File: config.mk
export PLATFORM = sky130hd
export DESIGN_NAME = aitc_top
export DESIGN_NICKNAME = d
export VERILOG_FILES = /design/src/aitc_pkg.sv /design/src/aitc_top.sv /design/src/aitc_byte_match.sv
export SDC_FILE = /design/constraint.sdc
export NUM_CORES = 1
export LEC_CHECK = 0
export ABC_AREA = 1
export BUFFER_PORTS_ARGS = -buffer_cell sky130_fd_sc_hd__buf_2
export CORE_MARGIN = 3
export CORE_UTILIZATION = 35
export DETAILED_ROUTE_END_ITERATION = 8
export PLACE_DENSITY = 0.56
export REMOVE_ABC_BUFFERS = 1
export SLEW_MARGIN = 5
export SYNTH_ARGS = -nofsm -noshare
export SYNTH_HDL_FRONTEND = slang
export SYNTH_SLANG_ARGS = --single-unit
export TNS_END_PERCENT = 20
File: constraint.sdc
create_clock -name i_clk -period 7.5 [get_ports i_clk]
set_input_delay 0 -clock i_clk [delete_from_list [all_inputs] [get_ports i_clk]]
set_output_delay 0 -clock i_clk [all_outputs]
set_load 0.01 [all_outputs]
File: src/aitc_pkg.sv
// Package with constants and types of the auxiliary input trigger comparator.
// Function
// - Each captured cycle stores eight auxiliary bits in the 48-bit trace word.
// - Care-select byte has one bit per line; one compares, zero ignores.
// - Compare bits at ignored positions never affect the match result.
// - Care-select applies only to the field it names, here the auxiliary field.
// - Masked compare is never combined with range, inversion or alternative values.
// - Single-value mode matches when all eight lines equal the programmed byte.
// - Range mode matches when the byte lies between both bounds inclusive.
// - Inverted mode matches only when the byte is outside value or range.
// - Qualifier and filter outputs exclude auxiliary lines; the trigger still uses them.
// - Auxiliary line n maps to bit n of compare and care bytes.
// - Alternative-value mode matches when the byte equals any enabled listed value.
package aitc_pkg;
   localparam int ADDR_W = 20;
   localparam int DATA_W = 16;
   localparam int CTL_W = 4;
   localparam int AUX_W = 8;
   localparam int ALT_N = 4;
   localparam int QUAL_W = ADDR_W + DATA_W + CTL_W;
   localparam int CNT_W = 16;

   // Register byte offsets on the APB.
   localparam logic [11:0] OFF_CTRL = 12'h000;
   localparam logic [11:0] OFF_VALUE = 12'h004;
   localparam logic [11:0] OFF_BOUND = 12'h008;
   localparam logic [11:0] OFF_CARE = 12'h00C;
   localparam logic [11:0] OFF_ALT = 12'h010;
   localparam logic [11:0] OFF_ALT_EN = 12'h014;
   localparam logic [11:0] OFF_STATUS = 12'h018;
   localparam logic [11:0] OFF_IRQ_MASK = 12'h01C;
   localparam logic [11:0] OFF_TRACE_LO = 12'h020;
   localparam logic [11:0] OFF_TRACE_HI = 12'h024;
   localparam logic [11:0] OFF_MATCH_CNT = 12'h028;

   // Field positions inside the control and status registers.
   localparam int CTRL_EN_BIT = 0;
   localparam int CTRL_MODE_LSB = 1;
   localparam int CTRL_INV_BIT = 3;
   localparam int CTRL_FIELD_LSB = 4;
   localparam int STAT_MATCH_BIT = 0;
   localparam int STAT_CAP_BIT = 1;
   localparam int STAT_W = 2;

   // Reset values.
   localparam logic [7:0] RST_BYTE = 8'h00;
   localparam logic [7:0] RST_CARE = 8'hFF;
   localparam logic [31:0] RST_WORD = 32'h0000_0000;

   typedef enum logic [1:0] {
      MODE_SINGLE = 2'b00,
      MODE_RANGE = 2'b01,
      MODE_MASK = 2'b10,
      MODE_ALT = 2'b11
   } aitc_mode_t;

   typedef enum logic [2:0] {
      FIELD_ADDR = 3'b000,
      FIELD_CTL = 3'b001,
      FIELD_DATA = 3'b010,
      FIELD_HI_ADDR = 3'b011,
      FIELD_HI_DATA = 3'b100,
      FIELD_LO_ADDR = 3'b101,
      FIELD_AUX = 3'b110
   } aitc_field_t;

   // One captured bus cycle, auxiliary byte on top.
   typedef struct packed {
      logic [AUX_W-1:0] aux;
      logic [CTL_W-1:0] ctl;
      logic [DATA_W-1:0] data;
      logic [ADDR_W-1:0] addr;
   } aitc_trace_t;

   // Trigger settings for the auxiliary field.
   typedef struct packed {
      aitc_mode_t mode;
      logic invert;
      aitc_field_t field;
      logic [AUX_W-1:0] value;
      logic [AUX_W-1:0] bound;
      logic [AUX_W-1:0] care;
      logic [ALT_N-1:0][AUX_W-1:0] alt;
      logic [ALT_N-1:0] alt_en;
   } aitc_cfg_t;
endpackage : aitc_pkg

File: src/aitc_top.sv
// Auxiliary input capture, trigger comparator and its APB register file.
//
// Our own choices: the placing of the registers and the APB interface to the registers.
`timescale 1ns/1ns
module aitc_top (
   input wire logic i_clk, // 250 MHz clock.
   input wire logic i_reset, // Asynchronous reset, active high.
   input wire logic i_psel, // APB select.
   input wire logic i_penable, // APB enable.
   input wire logic i_pwrite, // APB write direction.
   input wire logic [11:0] i_paddr, // APB byte address.
   input wire logic [31:0] i_pwdata, // APB write data.
   output logic [31:0] o_prdata, // APB read data.
   output logic o_pready, // APB ready.
   output logic o_pslverr, // APB error on unmapped address.
   input wire logic i_cycle_strobe, // One pulse per bus cycle to capture.
   input wire logic [19:0] i_addr, // Bus address of the cycle.
   input wire logic [15:0] i_data, // Bus data of the cycle.
   input wire logic [3:0] i_ctl, // Bus control lines of the cycle.
   input wire logic [7:0] i_aux, // Auxiliary probe pins, asynchronous.
   output aitc_pkg::aitc_trace_t o_trace_word, // Captured 48-bit trace word.
   output logic o_trace_valid, // Pulse: trace word is new.
   output logic [39:0] o_qual_word, // Word seen by qualifier and filter.
   output logic o_trigger, // Pulse: trigger match on the last cycle.
   output logic o_irq // Level interrupt.
);
   logic [7:0] aux_meta;
   logic [7:0] aux_sync;
   logic enable;
   aitc_pkg::aitc_cfg_t cfg;
   logic [aitc_pkg::STAT_W-1:0] status;
   logic [aitc_pkg::STAT_W-1:0] irq_mask;
   logic [aitc_pkg::CNT_W-1:0] match_cnt;
   logic hit;
   logic setup;
   logic wr;
   logic rd;
   logic [31:0] next_rdata;
   logic next_err;
   logic status_read;
   logic [aitc_pkg::STAT_W-1:0] stat_set;
   logic [aitc_pkg::STAT_W-1:0] stat_clr;

   // The pins are asynchronous; only the second stage is ever read.
   always_ff @(posedge i_clk or posedge i_reset)
   begin
      if (i_reset)
      begin
         aux_meta <= 8'h00;
         aux_sync <= 8'h00;
      end
      else
      begin
         aux_meta <= i_aux;
         aux_sync <= aux_meta;
      end
   end

   // Capture the full cycle; the comparator then works on this very word.
   always_ff @(posedge i_clk or posedge i_reset)
   begin
      if (i_reset)
      begin
         o_trace_word <= '0;
         o_trace_valid <= 1'b0;
      end
      else
      begin
         o_trace_valid <= i_cycle_strobe;
         if (i_cycle_strobe)
         begin
            o_trace_word <= {aux_sync, i_ctl, i_data, i_addr};
         end
      end
   end

   // Qualifier and filter never see the auxiliary byte.
   assign o_qual_word = {o_trace_word.ctl, o_trace_word.data, o_trace_word.addr};

   aitc_byte_match u_match (
      .i_byte(o_trace_word.aux),
      .i_cfg(cfg),
      .o_hit(hit)
   );

   // One trigger decision per captured word, registered for a clean pulse.
   always_ff @(posedge i_clk or posedge i_reset)
   begin
      if (i_reset)
      begin
         o_trigger <= 1'b0;
      end
      else
      begin
         o_trigger <= o_trace_valid && enable && hit;
      end
   end

   // Count of trigger matches, wraps silently.
   always_ff @(posedge i_clk or posedge i_reset)
   begin
      if (i_reset)
      begin
         match_cnt <= '0;
      end
      else if (o_trigger)
      begin
         match_cnt <= match_cnt + 16'h0001;
      end
   end

   // APB phases; the slave never stalls, so every access ends in one cycle.
   assign setup = i_psel && !i_penable;
   assign wr = i_psel && i_penable && i_pwrite;
   assign rd = i_psel && i_penable && !i_pwrite;
   assign o_pready = 1'b1;

   // Software settings.
   always_ff @(posedge i_clk or posedge i_reset)
   begin
      if (i_reset)
      begin
         enable <= 1'b0;
         cfg.mode <= aitc_pkg::MODE_SINGLE;
         cfg.invert <= 1'b0;
         cfg.field <= aitc_pkg::FIELD_AUX;
         cfg.value <= aitc_pkg::RST_BYTE;
         cfg.bound <= aitc_pkg::RST_BYTE;
         cfg.care <= aitc_pkg::RST_CARE;
         cfg.alt <= aitc_pkg::RST_WORD;
         cfg.alt_en <= '0;
         irq_mask <= '0;
      end
      else if (wr)
      begin
         case (i_paddr)
            aitc_pkg::OFF_CTRL:
            begin
               enable <= i_pwdata[aitc_pkg::CTRL_EN_BIT];
               cfg.mode <= aitc_pkg::aitc_mode_t'(i_pwdata[aitc_pkg::CTRL_MODE_LSB +: 2]);
               cfg.invert <= i_pwdata[aitc_pkg::CTRL_INV_BIT];
               cfg.field <= aitc_pkg::aitc_field_t'(i_pwdata[aitc_pkg::CTRL_FIELD_LSB +: 3]);
            end
            aitc_pkg::OFF_VALUE: cfg.value <= i_pwdata[7:0];
            aitc_pkg::OFF_BOUND: cfg.bound <= i_pwdata[7:0];
            aitc_pkg::OFF_CARE: cfg.care <= i_pwdata[7:0];
            aitc_pkg::OFF_ALT: cfg.alt <= i_pwdata;
            aitc_pkg::OFF_ALT_EN: cfg.alt_en <= i_pwdata[aitc_pkg::ALT_N-1:0];
            aitc_pkg::OFF_IRQ_MASK: irq_mask <= i_pwdata[aitc_pkg::STAT_W-1:0];
            default:
            begin
            end
         endcase
      end
   end

   // Read data and error are prepared in the setup phase and held for access.
   always_comb
   begin
      next_rdata = 32'h0000_0000;
      next_err = 1'b0;
      case (i_paddr)
         aitc_pkg::OFF_CTRL:
            next_rdata[6:0] = {cfg.field, cfg.invert, cfg.mode, enable};
         aitc_pkg::OFF_VALUE: next_rdata[7:0] = cfg.value;
         aitc_pkg::OFF_BOUND: next_rdata[7:0] = cfg.bound;
         aitc_pkg::OFF_CARE: next_rdata[7:0] = cfg.care;
         aitc_pkg::OFF_ALT: next_rdata = cfg.alt;
         aitc_pkg::OFF_ALT_EN: next_rdata[aitc_pkg::ALT_N-1:0] = cfg.alt_en;
         aitc_pkg::OFF_STATUS: next_rdata[aitc_pkg::STAT_W-1:0] = status;
         aitc_pkg::OFF_IRQ_MASK: next_rdata[aitc_pkg::STAT_W-1:0] = irq_mask;
         aitc_pkg::OFF_TRACE_LO: next_rdata = o_trace_word[31:0];
         aitc_pkg::OFF_TRACE_HI: next_rdata[15:0] = o_trace_word[47:32];
         aitc_pkg::OFF_MATCH_CNT: next_rdata[aitc_pkg::CNT_W-1:0] = match_cnt;
         default: next_err = 1'b1;
      endcase
   end

   always_ff @(posedge i_clk or posedge i_reset)
   begin
      if (i_reset)
      begin
         o_prdata <= 32'h0000_0000;
         o_pslverr <= 1'b0;
      end
      else if (setup)
      begin
         o_prdata <= next_rdata;
         o_pslverr <= next_err;
      end
   end

   // Only bits that software actually saw are cleared, so an event landing
   // between setup and access is kept, and a set always beats a clear.
   assign status_read = rd && (i_paddr == aitc_pkg::OFF_STATUS);
   assign stat_clr = status_read ? o_prdata[aitc_pkg::STAT_W-1:0] : '0;
   assign stat_set = {o_trace_valid, o_trigger};

   always_ff @(posedge i_clk or posedge i_reset)
   begin
      if (i_reset)
      begin
         status <= '0;
      end
      else
      begin
         status <= (status & ~stat_clr) | stat_set;
      end
   end

   // Interrupt is a level while any unmasked status bit stands.
   assign o_irq = |(status & irq_mask);
endmodule : aitc_top

File: src/aitc_byte_match.sv
// Combinational trigger compare of one auxiliary byte against its settings.
`timescale 1ns/1ns
module aitc_byte_match (
   input wire logic [7:0] i_byte, // Captured auxiliary byte.
   input wire aitc_pkg::aitc_cfg_t i_cfg, // Trigger settings.
   output logic o_hit // Byte satisfies the settings.
);
   logic [aitc_pkg::ALT_N-1:0] alt_hit;
   logic [7:0] care;

   // Each alternative value is its own equality term.
   genvar g;
   generate
      for (g = 0; g < aitc_pkg::ALT_N; g++)
      begin : g_alt
         assign alt_hit[g] = i_cfg.alt_en[g] && (i_byte == i_cfg.alt[g]);
      end
   endgenerate

   // The care byte only counts when it was given for the auxiliary field.
   assign care = (i_cfg.field == aitc_pkg::FIELD_AUX) ? i_cfg.care : 8'hFF;

   // Mode decode; the masked form ignores inversion by construction.
   always_comb
   begin
      case (i_cfg.mode)
         aitc_pkg::MODE_SINGLE: o_hit = (i_byte == i_cfg.value) ^ i_cfg.invert;
         aitc_pkg::MODE_RANGE:
            o_hit = ((i_byte >= i_cfg.value) && (i_byte <= i_cfg.bound)) ^ i_cfg.invert;
         aitc_pkg::MODE_MASK: o_hit = ((i_byte ^ i_cfg.value) & care) == 8'h00;
         aitc_pkg::MODE_ALT: o_hit = |alt_hit;
         default: o_hit = 1'b0;
      endcase
   end
endmodule : aitc_byte_match

==> results summary, run 1 <==
The signal on the critical path passes through dlygate4sd3_1, buf_2, inv_1, nor2_2, buf_4, clkinv_1, a221oi_1, nor2_1. The share of the Yosys chip area taken by registers is 50.1%. Of the cells placed in the final design, the portion with a size suffix greater than 1 is 24.9%. The final number of hold-violating endpoints is 0.

The routed wire length came out at 28,600 um. The path type of the worst setup path is input port to flop. The highest attainable clock frequency came out at 0.430 GHz.

The post-detailed-route DRC marker count is 0. The detailed-placement wirelength estimate came out at 20,800 um. The slowest stage of the critical path belongs to the cell sky130_fd_sc_hd__clkinv_1.

The remaining number of nets flagged by the antenna check after routing is 0. Counting flops and latches in the post-synthesis netlist gives about 190. The share of synthesized registers carrying an async set or reset came out at 100%. The class of the most critical hold timing path is input port to flop. The top flip-flop cell by instance count after synthesis is sky130_fd_sc_hd__dfrtp_1. In this run the post-CTS setup repair buffer count came out at 0. The root buffer cell chosen for the clock tree is sky130_fd_sc_hd__clkbuf_16. Setup repair after global routing left no endpoint under its margin. The largest net degree at the start of global routing came out at 111. In the final layout, flip-flops and latches occupy between 4000 and 5000 um^2. The number of top-level pins is 223. The die is around 170 um tall.

The worst setup path is launched from an input port. Measured along the x axis, the die boundary spans 169 um. The final net count is 1,450. Counting I/O delays and the setup requirement, the final critical path takes 2320 ps. After detailed routing, the number of vias per cell comes to 4.81. Once the floorplan was initialized, standard cells occupied 35.7% of the core. The largest single stage delay on the critical path is 850 ps.

By instance count, the leading cell after synthesis is sky130_fd_sc_hd__nand2_1. The distinct cell type count of the synthesized netlist came out at 36. In this run, synthesis inferred 0 flip-flops with an integrated enable. The number of max-capacitance violations reported is 0. For the worst-skew pair, the clock arrives at the later sink with an insertion delay of between 400 and 500 ps. The worst-case IR drop observed on VDD is 89.8 uV. The synthesis warning total is 0. The most critical setup path has its startpoint at i_psel.

The startpoint identified for the worst hold timing path is i_cycle_strobe. The clock transition at the register clock pins on the worst setup and hold paths after CTS came out at around 70 ps. The post-cts resize count is 0. The run finished with clean final reports. The relative slew slack is 36.2%. The count of cells in the finished layout, fillers not included, comes to 1,683. The count of H-tree levels built during CTS is 4. Of all cell types, the one taking the most synthesized area is sky130_fd_sc_hd__dfrtp_1. The worst path uses a little under a third of the clock period.

In this run, the number of DRC markers left after iteration 0 of detailed routing was 633. The total vias in the final route came out at ~8,100. The analysis attributes to cell leakage a power of 0.00594 uW. The footprint of the multi-input gates came out at 3720 um^2.

The die area came out at about 29,000 um^2. TritonCTS built the clock tree. The worst path meets setup with roughly 5200 ps of slack. The average wire length per cell after detail routing came out at 17.0 um. The arrival time of data at the critical path endpoint came out at between 2000 and 3000 ps. The first-pass GRT wire length came out at 44,500 um. The aggregate global routing overflow is 0. The hold slack came out at about 140 ps.

Setup total negative slack on the finished layout was measured at 0 ps. The maximum net fanout on the critical path came out at 40. After filler insertion, the fill cell instance count of the layout stands at 2,580.

The commonest cells after synthesis are sky130_fd_sc_hd__nand2_1, sky130_fd_sc_hd__dfrtp_1, sky130_fd_sc_hd__inv_1, sky130_fd_sc_hd__o21ai_0, sky130_fd_sc_hd__nor2_1. The number of pins exceeding their max-slew limit in the final report is 0. By area the synthesized netlist is led by sky130_fd_sc_hd__dfrtp_1, sky130_fd_sc_hd__nand2_1, sky130_fd_sc_hd__o21ai_0, sky130_fd_sc_hd__inv_1, sky130_fd_sc_hd__nor2_1. The post-synthesis instance area came out at approximately 9300 um^2. The portion of synthesized cell area occupied by the leading cell type came out at 47.2%. Input and output buffers added on the ports amount to 221. The number of buffers on the longest clock path is 2. The number of diodes is 0. The startpoint of the lowest-slack register-to-register path is o_trace_word[40]$_DFFE_PP0P_. The number of clock buffers added by TritonCTS is 17. The setup slack at placement is 5260 ps.

The iteration count of the initial detailed-routing pass came out at 5. At the worst endpoint, the required time is ~7800 ps. Setup violations remaining at the end of the flow were counted as 0. The global-route usage over all layers is 19.9%. The instance count after placement with tap cells included came out at between 1,500 and 2,000. The area added between synthesis and finish is 27.6%.

The power per cell area is 195 nW/um^2. The final RePlAce weighted congestion is 0.929. The average instance in the mapped netlist occupies approximately 8.7 um^2. The cell count after synthesis is between 1,000 and 1,500. The number of antenna violations at the first check in global routing is 0.

The standard-cell row count is just under 60. The worst clock skew is 18.0 ps. The area of the placeable core is 26,100 um^2. The total number of clock tree sinks is 186. The kind of end point of the critical path is a flop. The post-layout total power is 2320 uW. For the pin with the worst max-slew slack, the measured transition is 958 ps. The number of global-route vias before repair is just under 8,000.
cell usage in the layout (no fill, tap or decap), drive strengths merged:
master       netlist  layout
dlygate4sd3        0      84
xor2              16      16
clkinvlp           0       1
bufinv             0       2
o21ai            122     122
a31oi              6       6
clkinv             2       6
a21oi             12      12
ha                17      17
nand4              8       8
inv              127     134
clkbuf            18      18
nor2             108     108
mux2              39      39
dfstp             10      10
o22ai             16      16
xnor2              7       7
o21a               2       2
nand3             47      47
nor3               6       6
a221oi            11      11
dfrtp            176     176
nor3b              1       1
o21bai             7       7
conb               1       1
buf               51     224
nand2            267     267
stage by stage:
| stage | utilization (%) | instance area [um^2] |
|---|---|---|
| finish | 45.5 | 11900 |
| global route | 45.5 | 11900 |
| CTS | 45.5 | 11900 |
| detailed placement | 39.9 | 10400 |
| global placement | 39.9 | 10400 |
| floorplan | - | 8870 |
state kept, by name, summed over array words and instances, names as in the netlist:
name	count
o_trace_valid	1
o_pslverr	1
cfg	66
status	2
aux_sync	8
o_prdata	32
o_trigger	1
irq_mask	2
match_cnt	16
o_trace_word	8
enable	1
aux_meta	8
o_qual_word	40
final timing paths:
| kind | end | slack, ps | cells past startpoint |
|---|---|---|---|
| hold reg to reg | aux_sync[4]$_DFF_PP0_ | 350 | 0 |
| setup reg to reg | o_trigger$_DFF_PP0_ | 5630 | 9 |
| min in group asynchronous | o_qual_word[35]$_DFFE_PP0P_ | 230 | 3 |
| setup / recovery | o_prdata[23]$_DFFE_PP0P_ | 5180 | 8 |
| max in group asynchronous | o_trace_word[47]$_DFFE_PP0P_ | 5730 | 4 |
| hold / removal | o_trace_valid$_DFF_PP0_ | 140 | 2 |
where the power goes:
group,leakage [uW],switching (uW),internal (uW)
Sequential,0.00238,37.4,1040
Combinational,0.00326,163,127
Clock,0.000302,437,516
Total,0.00594,638,1680
area by class of cell:
type / instances / share of cell area, %
Tap cell: 335 / 3.53
Multi-Input combinational cell: 693 / 31.3
Timing Repair Buffer: 308 / 16.6
Sequential cell: 186 / 39.3
Inverter: 129 / 4.15
Clock buffer: 18 / 3.69
Clock inverter: 14 / 1.49
critical path, delay by kind of cell:
family | cells | cell delay (ps)
buf+inv | 5 | 1950
compound gates | 1 | 510
simple gates | 2 | 150
kinds of logic after synthesis:
kind of cell / share of synthesized area, %
other: 0.0402
xor gates and xnor gates: 2.16
and+or+nand+nor: 19.3
AOI/OAI and AO/OA: 10.4
DFF: 50.1
buffers and inverters: 10.0
muxes: 5.68
adders and majority gates: 2.28
per-layer routing:
layer / GRT usage (%) / vias to the layer above / wire [um]
met1: 27.1 / 3853 / 12800
met4: 7.36 / 0 / 749
li1: - / 3940 / -
met3: 3.47 / 48 / 1530
met5: 0 / - / 0
met2: 32.2 / 247 / 13400
timing repair:
item	4_1_cts	5_1_grt
hold buffers	84	0
endpoints found under the hold margin	216	0
endpoints found under the setup margin	0	0
(Power assumes the default switching activity.)
==> run 2, diff against run 1 <==
- ABC_AREA: 1 -> 0
- PLACE_DENSITY: 0.56 -> 0.58
- clock period: 7.5 -> 1.9 ns (I/O delays scaled with it)
==> run 2 against run 1 <==
Net effect: the run now ends with setup timing left; non-clock buffer count increased by 80; power increased to 3.9 times the previous value; wire length increased by 7.1%; critical endpoint is now o_trigger$_DFF_PP0_; largest power group unchanged; highest routed layer unchanged.
==> results summary, run 2 <==
The run finished, with violations left. The checks that failed: setup timing. The clock latency at the later pin of the worst-skew pair came out at 440 ps (about the same). The instance count after placement with tap cells included is 1,333 (-15%). The leading cell type by number of instances after synthesis is sky130_fd_sc_hd__dfrtp_1. The number of top-level pins came out at 223 (unchanged). The reg-to-reg setup timing slack is -120 ps (-5750 ps). The met2 layer usage reported by global route is 36.1% (+4.0 points). The number of global-route vias before repair is 7,695 (-3.3%). The final net count came out at 1,229 (-15%). Setup repair after global routing could not meet its margin everywhere. The post-layout instance area is 12,300 um^2 (+3.7%). The largest net degree at the start of global routing is 55 (-50%). The detailed-placement wirelength estimate is 22,500 um (+7.8%). The met1 demand-to-capacity share in global routing came out at 29.3% (+2.2 points). The CTS buffer count is 17 (unchanged). The switching share of total power is 28.3% (+0.84 points). In this run the clock root is driven by a sky130_fd_sc_hd__clkbuf_16.

The maximum vdd drop is 440 uV (+390%). The relative contribution of sequential cells to total power is 47.0% (+0.5 points). The number of pins exceeding their max-slew limit in the final report is 0 (unchanged). The arrival time of data at the critical path endpoint came to 2360 ps (-280 ps).

The average via count per standard cell came to 5.08 (+5.8%). The share of the clock period used by the worst path is 107%. The number of flops mapped to enable cells by yosys came out at 0 (unchanged).

The number of violations reported at the end of detailed-routing iteration 0 came out at 575 (-9.2%). The first-pass GRT wire length is 47,200 um (+6.0%). The leakage power total came out at 0.00587 uW (-1.2%). Sorting the synthesized cells by area gives the leading types as sky130_fd_sc_hd__dfrtp_1, sky130_fd_sc_hd__mux2_2, sky130_fd_sc_hd__mux2_1, sky130_fd_sc_hd__buf_4, sky130_fd_sc_hd__xor2_1. The die area came out at 27,900 um^2 (-2.5%). The worst-case reg-to-reg path depth came out at 7 (-2). The commonest cells after synthesis are sky130_fd_sc_hd__dfrtp_1, sky130_fd_sc_hd__mux2_2, sky130_fd_sc_hd__nor2_1, sky130_fd_sc_hd__buf_4, sky130_fd_sc_hd__nand2_1. The min-delay analysis places its worst path in the category input port to flop. The power per cell area is 740 nW/um^2 (+280%).

The number of buffers on the longest clock path is 2 (unchanged). The portion of total power attributed to the clock network came out at 37.7% (-3.3 points). The part of the Yosys area used for sequential elements is 51.4% (+1.4 points). The horizontal die dimension was 167 um (-1.3%). The critical path data required time is 2230 ps (-5590 ps). The worst register-to-register path begins at o_trace_word[43]$_DFFE_PP0P_.

The maximum net fanout on the critical path was 5 (-88%). The quantity of I/O buffers inserted on ports is 221 (unchanged). The worst clock skew is 8.86 ps (-9.11 ps).

The total number of clock tree sinks came out at 186 (unchanged). The number of flip-flops under the largest register name is 66 (unchanged). The mean post-synth cell area came out at 11.5 um^2 (+33%). The share of synthesized registers carrying an async set or reset came to 100% (unchanged). The area added between synthesis and finish came out at 35.8%. The hold slack came out at 62.2 ps (-79.1 ps). The total vias in the final route is 7,408 (-8.4%).

The fraction of final layout cells sized beyond drive strength 1 is 40.5% (+16 points). The highest attainable clock frequency came out at 0.494 GHz. The number of diodes came to 0 (unchanged). In this run the most used layer during global routing was met2. The transition time at the pin with the least slew margin came out at 569 ps (-389 ps). The remaining number of nets flagged by the antenna check after routing came out at 0 (unchanged). The iteration count of the initial detailed-routing pass was 5 (unchanged). Counting I/O delays and the setup requirement, the final critical path takes 2020 ps. The aggregate global routing overflow came out at 0 (unchanged). In the synthesized netlist the dominant register cell turns out to be sky130_fd_sc_hd__dfrtp_1. The end of the worst register-to-register path is o_trigger$_DFF_PP0_.

The area of the placeable core is 25,300 um^2 (-3.1%). The global routing met3 resource utilization came out at 4.96% (+1.5 points). The cell area after placement is 10,800 um^2 (+3.2%). The number of max-capacitance violations reported was 0 (unchanged).

The final worst slack came out at -125 ps (-5300 ps). The net switching power of the design came out at 2580 uW (+300%). The global-route usage over all layers is 22.1% (+2.2 points). The CTS tree is done. The synthesis warning total is 0 (unchanged). The cell count after synthesis came out at 789 (-27%). The cell depth of the worst min-delay path came out at 3 (+1). The most area-hungry cell type in the Yosys netlist is sky130_fd_sc_hd__dfrtp_1. Ranked by flip-flop count, first place goes to cfg. The top cell types in the final layout, fill and taps aside, are sky130_fd_sc_hd__buf_2, sky130_fd_sc_hd__dfrtp_1, sky130_fd_sc_hd__dlygate4sd3_1. The average wire length per cell after detail routing is 21.0 um (+24%). Leaving out fill and tap cells, the most frequent cell in the layout is sky130_fd_sc_hd__buf_2. The worst hold path terminates at o_pslverr$_DFFE_PP0P_.

The post-synthesis instance area was 9080 um^2 (-2.6%). The routed wire length came out at 30,600 um (+7.1%). The startpoint type of the worst setup path is a flop. The startpoint identified for the worst hold timing path is i_psel. The post-detailed-route DRC marker count is 0 (unchanged).

The kind of end point of the critical path is a flop. The starting density of the core is 35.8% (+0.17 points). The standard-cell row count is 58 (-1.7%).

The internal power came out at 6540 uW (+290%). The clock transition at the register clock pins on the worst setup and hold paths after CTS is 70 ps (about the same). The final number of hold-violating endpoints came to 0 (unchanged). The final cell count without fillers is 1,457 (-13%). The combinational group share of total power was 15.2% (+2.7 points).

The final RePlAce weighted congestion came out at 0.925 (-0.46%). The vertical die dimension is 167 um (-1.3%). The portion of synthesized cell area occupied by the leading cell type came out at 48.5% (+1.3 points). The relative slew slack was 61.7% (+26 points). The distinct cell type count of the synthesized netlist is 58 (+61%). The total setup violations reported at the end of the flow came out at 1 (+1). The register bit total from synthesis came out at 186 (unchanged).

The number of antenna violations at the first check in global routing came out at 0 (unchanged). The critical path is of the flop to flop type. The count of H-tree levels built during CTS came to 4 (unchanged).
==> run 2: changes by cell type after synthesis, sizes merged, moves of 8 or more <==
cell	before	now
a221oi	11	29
o22ai	16	6
nand3	47	17
inv	127	21
nand2	267	41
xnor2	7	15
mux2	39	113
nor4	0	15
nor2	108	66
o21ai	122	27
xor2	16	33
a22oi	0	12
mux2i	0	13
==> run 2: critical path, stage by stage, from the launching register on <==
cell                       delay (ps)
sky130_fd_sc_hd__dfrtp_2          480
sky130_fd_sc_hd__buf_6            160
sky130_fd_sc_hd__xor2_1           160
sky130_fd_sc_hd__nor4_2           300
sky130_fd_sc_hd__nand3_1          180
sky130_fd_sc_hd__nor4_2           200
sky130_fd_sc_hd__o41ai_2          160
sky130_fd_sc_hd__a221oi_1         280
==> run 2: final cells by class <==
cell class,instances,area [um^2]
clock buffer,19,443
inverter,21,86.3
tap,330,413
clock inverter,13,108
fill,2351,13000
sequential,186,4670
timing repair buffer,388,2670
multi-input combinational,500,3930
==> run 2: power by group through the flow <==
stage | combinational [uW] | sequential, uW | clock (uW)
6_report | 1390 | 4290 | 3440
5_1_grt | 1510 | 4320 | 3660
4_1_cts | 1390 | 4290 | 3520
3_5_place_dp | 1200 | 4380 | 0
3_3_place_gp | 1200 | 4370 | 0
2_1_floorplan | 389 | 4460 | 0
==> run 2: per-layer routing <==
| metal | share of wire (%) | up-vias |
|---|---|---|
| li1 | - | 3460 |
| met1 | 44 | 3616 |
| met2 | 48 | 286 |
| met3 | 6.5 | 46 |
| met4 | 2.4 | 0 |
| met5 | 0 | - |
==> run 2: timing repair <==
action,4_1_cts,5_1_grt
pin swaps,7,3
setup buffers,8,0
hold buffers,84,0
setup endpoints to repair,2,2
endpoints found under the hold margin,174,0
gates resized for setup,18,6
==> run 2: worst max-delay path by stage <==
| stage | start | to | slack (ps) | cells past startpoint |
|---|---|---|---|---|
| final | o_trace_word[43]$_DFFE_PP0P_ | o_trigger$_DFF_PP0_ | -120 | 7 |
| after global routing | o_trace_word[43]$_DFFE_PP0P_ | o_trigger$_DFF_PP0_ | -210 | 7 |
| after CTS | o_trace_word[42]$_DFFE_PP0P_ | o_trigger$_DFF_PP0_ | -120 | 7 |
| after detailed placement | o_trace_word[42]$_DFFE_PP0P_ | o_trigger$_DFF_PP0_ | -400 | 7 |
| after global placement | o_trace_word[42]$_DFFE_PP0P_ | o_trigger$_DFF_PP0_ | -440 | 7 |
| after floorplan | i_reset | aux_meta[0]$_DFF_PP0_ | -3140 | 1 |
==> run 2: per-stage QoR <==
| stage | TNS (ps) | worst slack (ps) | utilization, % | total power (uW) |
|---|---|---|---|---|
| after floorplan | -607500 | -3140 | - | 4850 |
| after global placement | -4270 | -437 | 42.5 | 5570 |
| after detailed placement | -5800 | -401 | 42.5 | 5580 |
| after CTS | -124 | -124 | 48.6 | 9210 |
| after global routing | -219 | -205 | 48.7 | 9490 |
| final | -125 | -125 | 48.7 | 9130 |
==> run 2: cell families after synthesis <==
family	synth area share, %
AO/OA/AOI/OAI	8.99
AND/OR/NAND/NOR	10.5
adder cells (fa/ha/maj)	2.34
flip-flops	51.4
multiplexers	15.7
XOR/XNOR	4.63
buffers and inverters	6.33
other	0.0413
==> run 3, diff against run 2 <==
- REMOVE_ABC_BUFFERS: 1 -> not set
==> run 3 against run 2 <==
Net effect: the run now ends clean; global-route usage shrank 0.83 points; register-to-register slack improved by 140 ps; critical path depth increased by 1; final area grew 1.0%; wire length is 4.0% lower; final cell count is 0.34% higher; clock power up 12%; sequential share of layout area decreased by 0.40 points; clock skew increased by 4.2 ps; critical endpoint unchanged.
==> results summary, run 3 (synthesized netlist as in run 2, its figures left out) <==
The transition time at the pin with the least slew margin was 577 ps (+8.40 ps). The library cells used most frequently in the layout, excluding fill and tap cells, are sky130_fd_sc_hd__buf_2, sky130_fd_sc_hd__dfrtp_1, sky130_fd_sc_hd__dlygate4sd3_1. The post-layout total power came out at 9550 uW (+4.6%). The total vias in the final route came to 7,466 (+0.78%). The critical path is of the flop to flop type. The number of antenna violations at the first check in global routing was 0 (unchanged). The critical path goes through buf_6, ha_4, a21o_1, nand2_1, a31oi_2, o22ai_2, xor2_1, a221oi_1. The area of the placeable core is 25,300 um^2 (unchanged). For this design, the slowest cell found on the critical path is sky130_fd_sc_hd__dfrtp_2. The number of buffer and inverter stages on the critical path came out at 1 (unchanged). The quantity of I/O buffers inserted on ports is 221 (unchanged). In this design, the largest share of critical-path delay is due to compound AO/OA/AOI/OAI gates.

Compared with the post-synthesis result, the final layout area differs by 37.3%. Setup repair after global routing could not meet its margin everywhere. CTS placed an instance of sky130_fd_sc_hd__clkbuf_16 at the clock tree root. Counting flops per register, the top entry is cfg. The arrival time of data at the critical path endpoint is 2230 ps (-130 ps). The run finished with clean final reports.

The number of violations reported at the end of detailed-routing iteration 0 is 434 (-25%). The clock transition at the register clock pins on the worst setup and hold paths after CTS is 70 ps (about the same). The count of H-tree levels built during CTS came out at 4 (unchanged). In this run the worst hold path is classified as input port to flop.

The iteration count of the initial detailed-routing pass is 5 (unchanged). The kind of end point of the critical path is a flop. The aggregate global routing overflow came to 0 (unchanged). The number of buffers on the longest clock path came to 2 (unchanged). The final cell count without fillers is 1,462 (+0.34%).

The leakage power total is 0.00591 uW (+0.78%). The CTS buffer count came out at 17 (unchanged). The share of the clock period used by the worst path came out at 99.3% (-7.3 points). The final RePlAce weighted congestion is 0.904 (-2.3%).

The standard-cell row count came out at 58 (unchanged). The clock latency at the later pin of the worst-skew pair came out at 440 ps (about the same). The relative slew slack is 61.4% (-0.24 points).

TritonCTS built the clock tree. The time the final worst path needs with I/O delays and setup came out at 1890 ps (-139 ps). The maximum cell stage delay along the critical path is 470 ps (about the same).

The fraction of final layout cells sized beyond drive strength 1 is 40.7% (+0.26 points). The number of global-route vias before repair came to 7,730 (+0.45%). The final standard cell utilization of the core was 49.2% (+0.51 points).

The global-route usage over all layers is 21.3% (-0.83 points). The average via count per standard cell came out at 5.11 (+0.44%). The number of diodes came out at 0 (unchanged). The maximum net fanout on the critical path is 5 (unchanged). The startpoint type of the worst setup path is a flop.

The average wire length per cell after detail routing came to 20.1 um (-4.4%). The maximum vdd drop came out at 512 uV (+16%). The power per cell area is 766 nW/um^2 (+3.5%). The instance count after placement with tap cells included came out at 1,339 (+0.45%).

The routed wire length came out at 29,400 um (-4.0%). Leaving out fill and tap cells, the most frequent cell in the layout is sky130_fd_sc_hd__buf_2. The final number of hold-violating endpoints came out at 0 (unchanged). The first-pass GRT wire length came out at 46,000 um (-2.5%). The total number of clock tree sinks is 186 (unchanged). The number of top-level pins came out at 223 (unchanged).

The vertical die dimension came out at 167 um (unchanged). The number of flip-flops under the largest register name was 66 (unchanged). The largest net degree at the start of global routing is 43 (-22%).

The die area came out at 27,900 um^2 (unchanged). The number of pins exceeding their max-slew limit in the final report came out at 0 (unchanged). The horizontal die dimension was 167 um (unchanged). The worst clock skew came to 13.0 ps (+4.16 ps). The number of max-capacitance violations reported was 0 (unchanged). The remaining number of nets flagged by the antenna check after routing came to 0 (unchanged). The critical path data required time is 2240 ps (about the same). The total nets after synthesis came out at about 900.

The detailed-placement wirelength estimate is 22,100 um (-1.5%). The total setup violations reported at the end of the flow came out at 0 (-1). The highest attainable clock frequency came to 0.530 GHz (+7.3%). The hold slack came out at 71.4 ps (+9.20 ps). The final net count is 1,234 (+0.41%). The starting density of the core was 35.8% (unchanged). The post-detailed-route DRC marker count came out at 0 (unchanged).
run 3: cell types whose count changed in the layout (fill, tap and decap cells not counted), moves of 3 or more:
| cell | delta |
|---|---|
| sky130_fd_sc_hd__ha_4 | +3 |
| sky130_fd_sc_hd__buf_4 | +6 |
| sky130_fd_sc_hd__nor4_1 | +3 |
| sky130_fd_sc_hd__ha_1 | -3 |
| sky130_fd_sc_hd__bufinv_16 | +3 |
run 3: routing by layer:
layer | track usage (%) | vias to the layer above | part of all wire, %
met1 | 28.9 | 3705 | 44
met3 | 4.39 | 25 | 6.3
met4 | 4.70 | 0 | 1.4
met2 | 35.2 | 264 | 48
li1 | - | 3472 | -
met5 | 0 | - | 0
run 3: worst paths after layout:
kind                                                    from                      endpoint  slack (ps)  cells past startpoint
worst min register to register         aux_meta[0]$_DFF_PP0_         aux_sync[0]$_DFF_PP0_         350                      0
max in group asynchronous                            i_reset           cfg[45]$_DFFE_PP0P_         970                      5
worst max-delay path            o_trace_word[43]$_DFFE_PP0P_           o_trigger$_DFF_PP0_          10                      8
worst max register to register  o_trace_word[43]$_DFFE_PP0P_           o_trigger$_DFF_PP0_          10                      8
min in group asynchronous                            i_reset            cfg[2]$_DFFE_PP0P_         160                      3
worst min-delay path                          i_cycle_strobe  o_trace_word[47]$_DFFE_PP0P_          70                      2
run 3: power by group:
group	switching [uW]	total [uW]	internal [uW]	leakage [uW]
registers	176	4300	4120	0.00233
logic	697	1390	689	0.00328
clock network	1730	3860	2130	0.000309
run 3: final cells by class:
| class | instances | area [um^2] |
|---|---|---|
| clock inverters | 15 | 213 |
| inverters | 21 | 82.6 |
| repair buffers | 393 | 2720 |
| clock buffers | 17 | 425 |
| fillers | 2296 | 12900 |
| well taps | 330 | 413 |
| multi-input cells | 500 | 3940 |
| flip-flops and latches | 186 | 4670 |
run 3: what timing repair did:
item	CTS	global route
buffers inserted	4	3
pin swaps	1	6
setup endpoints to repair	1	2
hold buffers	84	0
endpoints found under the hold margin	143	0
gates resized for setup	12	8
cloned	0	0
run 3: through the flow:
stage	TNS, ps	setup slack (ps)	area, um^2
floorplan	-88770	-484	9080
global placement	-2140	-191	10800
detailed placement	-2950	-167	10800
CTS	-10.2	-10.2	12400
global route	-140	-140	12500
finish	0	13.9	12500
